$ cat src/rfim_regs.svh
// Register offsets, field positions, reset values and pipeline figures of the fault interrupt mask stage
`ifndef RFIM_REGS_SVH
`define RFIM_REGS_SVH

// ****************************************************************
// Register offsets
// ****************************************************************
`define RFIM_VOLT_STAT_OFS    8'h14
`define RFIM_CURR_STAT_OFS    8'h15
`define RFIM_VOLT_MASK_OFS    8'h17
`define RFIM_CONV_MASK_OFS    8'h18

// ****************************************************************
// Reset values
// ****************************************************************
`define RFIM_VOLT_MASK_RST    8'h00
`define RFIM_CONV_MASK_RST    8'h00
`define RFIM_UNMAPPED_RDATA   8'h00

// ****************************************************************
// Field positions in the voltage mask register
// ****************************************************************
`define RFIM_LIN_OV_MSB       7
`define RFIM_LIN_OV_LSB       4
`define RFIM_LIN_UV_MSB       3
`define RFIM_LIN_UV_LSB       0

// ****************************************************************
// Field positions in the converter and current mask register
// ****************************************************************
`define RFIM_STEPUP_OV_BIT    7
`define RFIM_STEPDOWN_OV_BIT  6
`define RFIM_STEPUP_UV_BIT    5
`define RFIM_STEPDOWN_UV_BIT  4
`define RFIM_LIN_OC_MSB       3
`define RFIM_LIN_OC_LSB       0

// ****************************************************************
// Timing: edges from a fault pin change to the interrupt pin
// ****************************************************************
`define RFIM_FAULT_TO_IRQ     3

`endif

$ cat src/rfim_pkg.sv
// Types shared by the fault interrupt mask stage
package rfim_pkg;

   // ****************************************************************
   // State of the two-stage fault synchroniser
   // ****************************************************************
   typedef struct packed
   {
      logic [15:0] stage1;   // First capture, read only by stage2
      logic [15:0] stage2;   // Settled fault levels
   } rfim_sync_t;

   // ****************************************************************
   // State of the mask stage
   // ****************************************************************
   typedef struct packed
   {
      logic [7:0] volt_mask;   // Linear regulator voltage fault masks
      logic [7:0] conv_mask;   // Converter voltage and linear current masks
      logic [7:0] rdata;       // Read data holding register
      logic irq_n;             // Interrupt pin level, low while pulling
      logic irq_oe;            // Interrupt pin driver enable
   } rfim_state_t;

   // Reset image of the mask stage state
   localparam rfim_state_t RFIM_STATE_RST = '{
      volt_mask: 8'h00,
      conv_mask: 8'h00,
      rdata:     8'h00,
      irq_n:     1'b1,
      irq_oe:    1'b0
   };

endpackage

$ cat src/rfim_top.sv
// Interrupt mask stage for regulator fault events
//
// Summary of operation
// Mask bit one keeps pin high for fault
// Mask bit zero lets fault pull pin low
// First mask: linear overvolt 7..4, undervolt 3..0
// Second mask: bit7 stepup, bit6 stepdown overvolt
// Second mask: bit5 stepup, bit4 stepdown undervolt
// Second mask: bits 3..0 linear overcurrent
// Overcurrent status reads live condition per regulator
// Masking touches only the pin, status unaffected
`timescale 1ns/1ps
`include "rfim_regs.svh"
module rfim_top
   import rfim_pkg::*;
(
   input wire logic core_clk,                 // System clock, 40 MHz
   input wire logic reset_n,                  // Asynchronous reset, active low
   input wire logic [7:0] reg_addr,           // Register offset
   input wire logic reg_wr,                   // Write strobe, one cycle
   input wire logic [7:0] reg_wdata,          // Write data
   input wire logic reg_rd,                   // Read strobe, one cycle
   output logic [7:0] reg_rdata,              // Read data, held until next read
   input wire logic [3:0] lin_overvolt_in,    // Linear regulators 4..1 overvoltage
   input wire logic [3:0] lin_undervolt_in,   // Linear regulators 4..1 undervoltage
   input wire logic [3:0] lin_overcurrent_in, // Linear regulators 4..1 overcurrent
   input wire logic stepup_overvolt_in,       // Step-up converter overvoltage
   input wire logic stepdown_overvolt_in,     // Step-down converter overvoltage
   input wire logic stepup_undervolt_in,      // Step-up converter undervoltage
   input wire logic stepdown_undervolt_in,    // Step-down converter undervoltage
   output logic fault_irq_out_n,              // Interrupt pin level, active low
   output logic fault_irq_oe                  // Interrupt pin pull-down enable
);

   // ****************************************************************
   // Fault synchronisation
   // ****************************************************************
   logic [15:0] fault_raw;    // Fault pins in mask register order
   logic [15:0] fault_sync;   // Same, settled in the clock domain
   logic [3:0] lin_ov;        // Settled linear overvoltage levels
   logic [3:0] lin_uv;        // Settled linear undervoltage levels
   logic [3:0] lin_oc;        // Settled linear overcurrent levels
   logic [3:0] conv_flt;      // Settled converter faults, stepup ov, stepdown ov, stepup uv, stepdown uv

   // Pack the pins in the layout of the two mask registers
   assign fault_raw = {lin_overvolt_in, lin_undervolt_in,
                       stepup_overvolt_in, stepdown_overvolt_in,
                       stepup_undervolt_in, stepdown_undervolt_in,
                       lin_overcurrent_in};

   // Two flops before any logic sees a comparator
   rfim_sync2 u_sync
   (
      .core_clk (core_clk),
      .reset_n  (reset_n),
      .async_in (fault_raw),
      .sync_out (fault_sync)
   );

   // Split the settled vector back into groups
   assign lin_ov = fault_sync[15:12];
   assign lin_uv = fault_sync[11:8];
   assign conv_flt = fault_sync[7:4];
   assign lin_oc = fault_sync[3:0];

   // ****************************************************************
   // State and masking terms
   // ****************************************************************
   rfim_state_t st;          // Present state
   rfim_state_t next_st;     // Next state
   logic [7:0] volt_ev;      // Voltage mask layout events
   logic [7:0] conv_ev;      // Converter and current mask layout events
   logic [7:0] volt_pend;    // Unmasked voltage events
   logic [7:0] conv_pend;    // Unmasked converter and current events
   logic any_pend;           // Some unmasked event is active

   // Place each fault on its mask bit
   always_comb
   begin
      volt_ev = 8'h00;
      conv_ev = 8'h00;
      volt_ev[`RFIM_LIN_OV_MSB:`RFIM_LIN_OV_LSB] = lin_ov;
      volt_ev[`RFIM_LIN_UV_MSB:`RFIM_LIN_UV_LSB] = lin_uv;
      conv_ev[`RFIM_STEPUP_OV_BIT] = conv_flt[3];
      conv_ev[`RFIM_STEPDOWN_OV_BIT] = conv_flt[2];
      conv_ev[`RFIM_STEPUP_UV_BIT] = conv_flt[1];
      conv_ev[`RFIM_STEPDOWN_UV_BIT] = conv_flt[0];
      conv_ev[`RFIM_LIN_OC_MSB:`RFIM_LIN_OC_LSB] = lin_oc;
   end

   // A set mask bit blocks its event, a clear one passes it
   assign volt_pend = volt_ev & ~st.volt_mask;
   assign conv_pend = conv_ev & ~st.conv_mask;
   assign any_pend = (|volt_pend) | (|conv_pend);

   // ****************************************************************
   // Next state
   // ****************************************************************
   always_comb
   begin
      next_st = st;
      // Mask writes; other offsets are read-only or absent
      if (reg_wr)
      begin
         case (reg_addr)
            `RFIM_VOLT_MASK_OFS:
            begin
               next_st.volt_mask = reg_wdata;
            end
            `RFIM_CONV_MASK_OFS:
            begin
               next_st.conv_mask = reg_wdata;
            end
            default:
            begin
               next_st.volt_mask = st.volt_mask;
            end
         endcase
      end
      // Reads capture live status whatever the masks are
      if (reg_rd)
      begin
         case (reg_addr)
            `RFIM_VOLT_STAT_OFS:
            begin
               next_st.rdata = volt_ev;
            end
            `RFIM_CURR_STAT_OFS:
            begin
               next_st.rdata = conv_ev;
            end
            `RFIM_VOLT_MASK_OFS:
            begin
               next_st.rdata = st.volt_mask;
            end
            `RFIM_CONV_MASK_OFS:
            begin
               next_st.rdata = st.conv_mask;
            end
            default:
            begin
               next_st.rdata = `RFIM_UNMAPPED_RDATA;
            end
         endcase
      end
      // Pin pulls low only for unmasked events
      next_st.irq_n = ~any_pend;
      next_st.irq_oe = any_pend;
   end

   // ****************************************************************
   // State register
   // ****************************************************************
   always_ff @(posedge core_clk or negedge reset_n)
   begin
      if (!reset_n)
      begin
         st <= RFIM_STATE_RST;
      end
      else
      begin
         st <= next_st;
      end
   end

   // Outputs straight from flops
   assign reg_rdata = st.rdata;
   assign fault_irq_out_n = st.irq_n;
   assign fault_irq_oe = st.irq_oe;

   // ****************************************************************
   // Checks
   // ****************************************************************
   logic [15:0] fault_d1;   // Settled faults one edge ago
   logic [15:0] mask_d1;    // Masks one edge ago

   // Delay copies for the pipeline checks
   always_ff @(posedge core_clk or negedge reset_n)
   begin
      if (!reset_n)
      begin
         fault_d1 <= 16'h0000;
         mask_d1 <= 16'h0000;
      end
      else
      begin
         fault_d1 <= {volt_ev, conv_ev};
         mask_d1 <= {st.volt_mask, st.conv_mask};
      end
   end
endmodule

$ cat src/rfim_sync2.sv
// Two flip-flop synchroniser for the sixteen fault comparator levels
`timescale 1ns/1ps
module rfim_sync2
   import rfim_pkg::*;
(
   input wire logic core_clk,            // System clock
   input wire logic reset_n,             // Asynchronous reset, active low
   input wire logic [15:0] async_in,     // Fault levels from the analog side
   output logic [15:0] sync_out          // Fault levels in the clock domain
);

   // ****************************************************************
   // State registers
   // ****************************************************************
   rfim_sync_t st;        // Present state
   rfim_sync_t next_st;   // Next state

   // Shift the levels one stage per edge
   always_comb
   begin
      next_st = st;
      next_st.stage1 = async_in;
      next_st.stage2 = st.stage1;
   end

   // Register the state, cleared by reset
   always_ff @(posedge core_clk or negedge reset_n)
   begin
      if (!reset_n)
      begin
         st <= '0;
      end
      else
      begin
         st <= next_st;
      end
   end

   // Only the second stage leaves the module
   assign sync_out = st.stage2;

endmodule

$ cat config.mk
export PLATFORM = sky130hd
export DESIGN_NAME = rfim_top
export DESIGN_NICKNAME = d
export VERILOG_FILES = /design/src/rfim_pkg.sv /design/src/rfim_top.sv /design/src/rfim_sync2.sv
export VERILOG_INCLUDE_DIRS = /design/src
export SDC_FILE = /design/constraint.sdc
export NUM_CORES = 1
export LEC_CHECK = 0
export ABC_AREA = 1
export BUFFER_PORTS_ARGS = -buffer_cell sky130_fd_sc_hd__buf_4
export CELL_PAD_IN_SITES_DETAIL_PLACEMENT = 0
export CELL_PAD_IN_SITES_GLOBAL_PLACEMENT = 1
export CORE_AREA = 2 2 70 85
export CTS_CLUSTER_DIAMETER = 150
export DETAILED_ROUTE_END_ITERATION = 6
export DIE_AREA = 0 0 72 87
export GPL_ROUTABILITY_DRIVEN = 0
export PLACE_DENSITY = 0.93
export SLEW_MARGIN = 20
export SYNTH_ARGS = -nofsm -noshare
export SYNTH_HDL_FRONTEND = slang
export SYNTH_HIERARCHICAL = 1
export SYNTH_SLANG_ARGS = --single-unit
export TNS_END_PERCENT = 1
$ cat constraint.sdc
create_clock -name core_clk -period 2.98 [get_ports core_clk]
set_input_delay 0.149 -clock core_clk [delete_from_list [all_inputs] [get_ports core_clk]]
set_output_delay 0.149 -clock core_clk [all_outputs]
set_load 0.005 [all_outputs]
=== Yosys cells after proc, flatten, opt, wreduce, memory -nomap -nowiden ===
Cells that the tools add are included.

* Reductions and logical operators: 4
* Order comparisons: 0
* Muxes and demuxes: 1
* Shift-type cells: 0
* Multiply operators: 0
* Divide/modulo/power cells: 0
* $add $sub $neg: 0
* Eq/ne operators: 4
* Bitwise logic cells: 6

{| class="wikitable"
|+ Operator list
! cell !! number
|-
| 8-bit by 5-bit equality test with 1-bit output, second input constant || 4
|-
| 8-bit case mux with 4 select lines || 1
|-
| 8-bit AND || 2
|-
| 8-bit inverter || 2
|-
| 8-bit OR reduction || 2
|-
| 2-bit AND reduction || 2
|-
| 1-bit inverter || 1
|-
| 1-bit OR || 1
|}

* Word-level logic and storage cells: 22
* Memory bits (read-only): 0
* Memories kept: 0
* Latch bits: 0
* Bits in writable memories: 0
* Register bits after elaboration: 58
* Output and inout port bits: 10

=== Depth between registers and ports, before layout ===
* Word-level depth: 5
* Mapped depth: 8
* Mapped depth without buffers: 7

=== Modules after synthesis ===
The synthesis kept the hierarchy.

{| class="wikitable"
|+ By module, submodules not included
! module !! times used !! area an instance (um^2) !! seq. area each (um^2) !! cells each
|-
| rfim_top || 1 || 1597.8 || 651.9 || 210
|-
| rfim_sync2 || 1 || 800.8 || 800.8 || 32
|}

=== Least setup slack after synthesis ===
Ideal clock, no wire load.

* Path kind: reg-to-reg
* Start point: reg u_sync.st, in the netlist u_sync/sync_out[13]
* End point: reg st, in the netlist fault_irq_oe
* Buffers on the path: 0
* Arrival: 0.850 ns
* Period minus slack after synthesis: 0.969 ns
* Library setup time: 0.119 ns
* Stages on the path, launching flop included: 6
* Slack: 2.011 ns
* Cell sequence: dfrtp_1 -> a22o_1 -> nor2_1 -> nand2_1 -> nor2_1 -> inv_1

* Cells in the longest elaborated chain, start to end: 3

{| class="wikitable"
|+ RTL lines
! item !! RTL line !! source
|-
| start, declared || rfim_sync2.sv:15 || <nowiki>rfim_sync_t st;</nowiki>
|-
| start signal, assigned || rfim_sync2.sv:35 || <nowiki>st <= next_st;</nowiki>
|-
| 8-bit AND || rfim_top.sv:92 || <nowiki>assign volt_pend = volt_ev & ~st.volt_mask;</nowiki>
|-
| 8-bit OR reduction || rfim_top.sv:94 || <nowiki>assign any_pend = (|volt_pend) | (|conv_pend);</nowiki>
|-
| 1-bit OR || rfim_top.sv:94 ||
|-
| net any_pend || rfim_top.sv:75 || <nowiki>logic any_pend;</nowiki>
|-
| end signal, assigned || rfim_top.sv:162 || <nowiki>st <= next_st;</nowiki>
|-
| end, declared || rfim_top.sv:69 || <nowiki>rfim_state_t st;</nowiki>
|}

The timed path passes the listed nets, and every way through them passes these cells.
A chain may end at the register's enable or synchronous reset.

=== Final worst setup path ===
* Start point: reg st[23] (netlist name)
* End point: reg st, in the netlist fault_irq_oe

* Cells in the longest elaborated chain, start to end: 4

{| class="wikitable"
|+ RTL lines
! item !! RTL line
|-
| 8-bit inverter || rfim_top.sv:92
|-
| 8-bit AND || rfim_top.sv:92
|-
| 8-bit OR reduction || rfim_top.sv:94
|-
| 1-bit OR || rfim_top.sv:94
|-
| net any_pend || rfim_top.sv:75
|}

The timed path passes the listed nets, and every way through them passes these cells.

==> impl_summary.md <==
Timing
The total setup violations reported at the end of the flow is 0. The worst clock skew on the final layout is ~6.7 ps. Setup repair after global routing left no endpoint under its margin.

The normalized max-slew margin is approximately 53%. The hold violation count in the final report is 0. The measured slew at the worst slew-check pin is just over 700 ps.

The final number of max-transition violations is 0. The tightest hold margin is approximately 42 ps. The final clock period utilization by the worst path is 38.0%. The clock period could shrink to approximately 1100 ps. Setup total negative slack on the finished layout was measured at 0 ps. The maximum clock frequency is between 800 and 900 MHz.

Layout
After the last flow step, the layout net total stands at about 340. The final core utilization is between 50% and 60%. The post-route netlist has 25.4% of its cells at a drive strength greater than 1. 0 antenna diodes ended up in the layout.

With fillers left out, the area of the finished cells amounts to between 0.003 and 0.004 mm2. The final-layout fill cell count is 487. The post-route non-filler standard cell count is 371. The layout overhead on the synthesized area is 28.4%.

Critical path
The number of cells on the worst reg-to-reg path is 6. The worst setup path is captured at a flop. At the worst endpoint, the required time is about 3200 ps. The worst setup path is of the flop to flop kind. In this run the worst setup path terminates at fault_irq_oe. The critical path starts at st[23].

The end of the worst register-to-register path is fault_irq_oe. The worst register-to-register path begins at st[23]. At the worst endpoint, the arrival time is 1350 ps. Of all nets on the critical path, the largest fanout is 2. STA classifies the critical path startpoint as a flop. For flop-to-flop paths, the worst setup slack is 1850 ps.

Floorplanning
The initial utilization of the core area, before any placement, comes to 43.5%. In this run the core area contains 30 standard-cell rows. The die covers around 0.0063 mm2. The die is slightly above 70 um wide. The core region is about 0.0055 mm2. The die boundary height is roughly 87 um.

46 I/O pins were placed.

GRT
Summed over all layers, the global routing overflow is 0. In this run the most used layer during global routing was met2. For met3 alone, demand over resource in global routing was between 6 and 7%. The initial antenna violation count is 0. Global routing used between 10% and 20% of the available tracks across all layers.

The first global-routing pass estimated about 7700 um of wire. The via count of the first global-routing pass is ~1700. For this run, global-route usage on met2 was measured as 25.4%. The pin count of the biggest net entering global routing is between 50 and 60. The global routing usage on met1 is between 20% and 30%.

Power and ir drop
The logic gate share of total power is 7.7%. The switching component of the power is ~0.37 mW. The share of total power dissipated in sequential elements is 50.1%. In this run the static leakage power is 1.66 nW. Cell internal power was estimated by the tool at approximately 1.3 mW. The highest ir drop seen on vdd is ~0.34 mV.

In this run the power density over the cells is about 550 mW/mm2. The fraction of power spent switching nets is between 20% and 30%. The share of power burned in the clock network is 42.1%.

Clocking
The number of buffers inserted for hold repair after clock tree synthesis is 17. The cell chosen for the clock root is sky130_fd_sc_hd__clkbuf_8. After clock tree synthesis, the clock-pin slew on the worst setup and hold paths is around 60 ps. The H-tree was split into 3 levels.

TritonCTS built the clock tree. The worst-skew pair later-pin latency is between 300 and 400 ps. After clock tree synthesis, the setup repair step added 0 buffers. The number of gates resized after CTS was 0.

The buffer levels on the longest clock path is 2. For this design, the sink count on the clock tree is a little under 60. Clock tree synthesis inserted a total of 9 buffers.

Logic synthesis
The most used standard cell by instance count after synthesis is sky130_fd_sc_hd__nand2_1. The cell area after technology mapping is 0.00240 mm2. The number of unique standard cell types used by synthesis is 19. The yosys synthesis warning count is 6. Sequential cells were found to cover 60.6% of the synthesized design area. The commonest cells after synthesis are sky130_fd_sc_hd__nand2_1 (63), sky130_fd_sc_hd__dfrtp_1 (57), sky130_fd_sc_hd__nand3_1 (32). The area share of the largest cell type after synthesis is 59.5%. By area the synthesized netlist is led by sky130_fd_sc_hd__dfrtp_1 (59%), sky130_fd_sc_hd__nand2_1 (9.9%), sky130_fd_sc_hd__nand3_1 (6.7%).

The total nets after synthesis is around 280. Yosys mapped a number of flops with a built-in enable equal to 0. Counting flops and latches in the post-synthesis netlist gives between 50 and 60. The most used flip-flop cell after synthesis is sky130_fd_sc_hd__dfrtp_1. The synthesized instance count is 242. The largest total area in the synthesized netlist belongs to sky130_fd_sc_hd__dfrtp_1. The proportion of synthesized flip-flops having asynchronous set or reset is between 90% and 100%. The average instance in the mapped netlist occupies 9.91 um2.

Detailed routing
In this run the remaining antenna-violating nets after routing total 0. The first-pass iteration count of the detailed router is 4. The remaining design rule violation count is 0. The final routed wirelength across all metal layers is 4550 um. Summing over every cut layer, the via total after detailed routing is roughly 1700. Using the TritonRoute via totals, the vias-per-cell ratio works out to 4.68. The count of routing violations after the opening detailed-route iteration is about 100. After detailed routing, the average wire length per cell comes to roughly 12 um.

Min path
The min-delay analysis places its worst path in the category primary input to flop.

Place
Detailed placement finished with a half-perimeter wire length of about 3200 um. The post-detailed-placement cell area is approximately 0.0027 mm2. The count of buffers inserted at the top-level ports is 45.

Once placement completed, the tool counted placed cells totaling around 340.

Job
Max-cap violations in this run came to 0.

Outcome
The flow ran to the end, and the final reports show no timing, DRC or antenna violations.
==> layer usage <==
layer / vias up / wire length [um]
met5: - / 0
met4: 0 / 91
met3: 8 / 299
met2: 54 / 2170
met1: 789 / 1990
li1: 886 / -
==> cells by family after synthesis <==
kind of cell	synth area share [%]
buf+inv	8.45
compound gates	7.46
simple gates	23.5
flops	60.6
==> stage by stage <==
step                power, mW  setup slack (ps)
global placement        0.970              1600
global route             1.77              1720
finish                   1.69              1850
CTS                      1.71              1840
floorplan               0.903              2010
detailed placement      0.974              1540
==> worst min path at each step <==
stage	to	slack, ps	cells past startpoint	startpoint
finish	st[16]	40	3	reg_wdata[6]
global route	st[16]	30	3	reg_wdata[6]
CTS	st[17]	20	3	reg_wdata[7]
detailed placement	reg_rdata[4]	250	1	reset_n
global placement	reg_rdata[4]	230	1	reset_n
floorplan	fault_irq_oe	-150	0	reset_n
==> power groups by stage <==
stage	Combinational (mW)	Clock, mW	Sequential, mW
5_1_grt	0.147	0.779	0.849
4_1_cts	0.132	0.736	0.845
3_5_place_dp	0.115	0	0.859
3_3_place_gp	0.111	0	0.858
6_report	0.130	0.711	0.846
2_1_floorplan	0.0513	0	0.852
==> cell type report <==
| class | instances | area, um2 | area share [%] |
|---|---|---|---|
| sequential | 58 | 1450 | 47.2 |
| multi-input combinational | 145 | 743 | 24.1 |
| timing repair buffer | 62 | 508 | 16.5 |
| clock buffer | 14 | 163 | 5.28 |
| inverter | 26 | 97.6 | 3.17 |
| tap | 64 | 80.1 | 2.60 |
| clock inverter | 2 | 35.0 | 1.14 |
==> sequential cells by signal (all words and copies together) (netlist names) <==
signal           count
st                  16
u_sync/next_st      16
u_sync/sync_out     16
reg_rdata            8
fault_irq_oe         1
fault_irq_out_n      1
==> cell usage in the layout, fill, tap and decap left out <==
master / count
sky130_fd_sc_hd__o21ai_2: 2
sky130_fd_sc_hd__o21ai_0: 11
sky130_fd_sc_hd__nor2_4: 2
sky130_fd_sc_hd__a22o_1: 3
sky130_fd_sc_hd__clkbuf_8: 11
sky130_fd_sc_hd__bufinv_16: 1
sky130_fd_sc_hd__nand3_1: 32
sky130_fd_sc_hd__clkinv_2: 1
sky130_fd_sc_hd__inv_1: 23
sky130_fd_sc_hd__o21ai_1: 11
sky130_fd_sc_hd__nand2_2: 5
sky130_fd_sc_hd__clkbuf_1: 3
sky130_fd_sc_hd__nor2_2: 2
sky130_fd_sc_hd__nor2_8: 3
sky130_fd_sc_hd__dlygate4sd3_1: 17
sky130_fd_sc_hd__nor2_1: 5
sky130_fd_sc_hd__dfstp_2: 1
sky130_fd_sc_hd__o22ai_1: 4
sky130_fd_sc_hd__dfrtp_1: 57
sky130_fd_sc_hd__nand2_1: 63
sky130_fd_sc_hd__inv_2: 3
sky130_fd_sc_hd__buf_4: 45
sky130_fd_sc_hd__nand2_4: 2
==> critical path, stage by stage (launching register included) <==
cell and delay, ps:
sky130_fd_sc_hd__dfrtp_1 360, sky130_fd_sc_hd__inv_1 70, sky130_fd_sc_hd__a22o_1 200, sky130_fd_sc_hd__nor2_1 110, sky130_fd_sc_hd__nand2_1 70, sky130_fd_sc_hd__nor2_1 150
sky130_fd_sc_hd__inv_1 50
(Power assumes the default switching activity.)
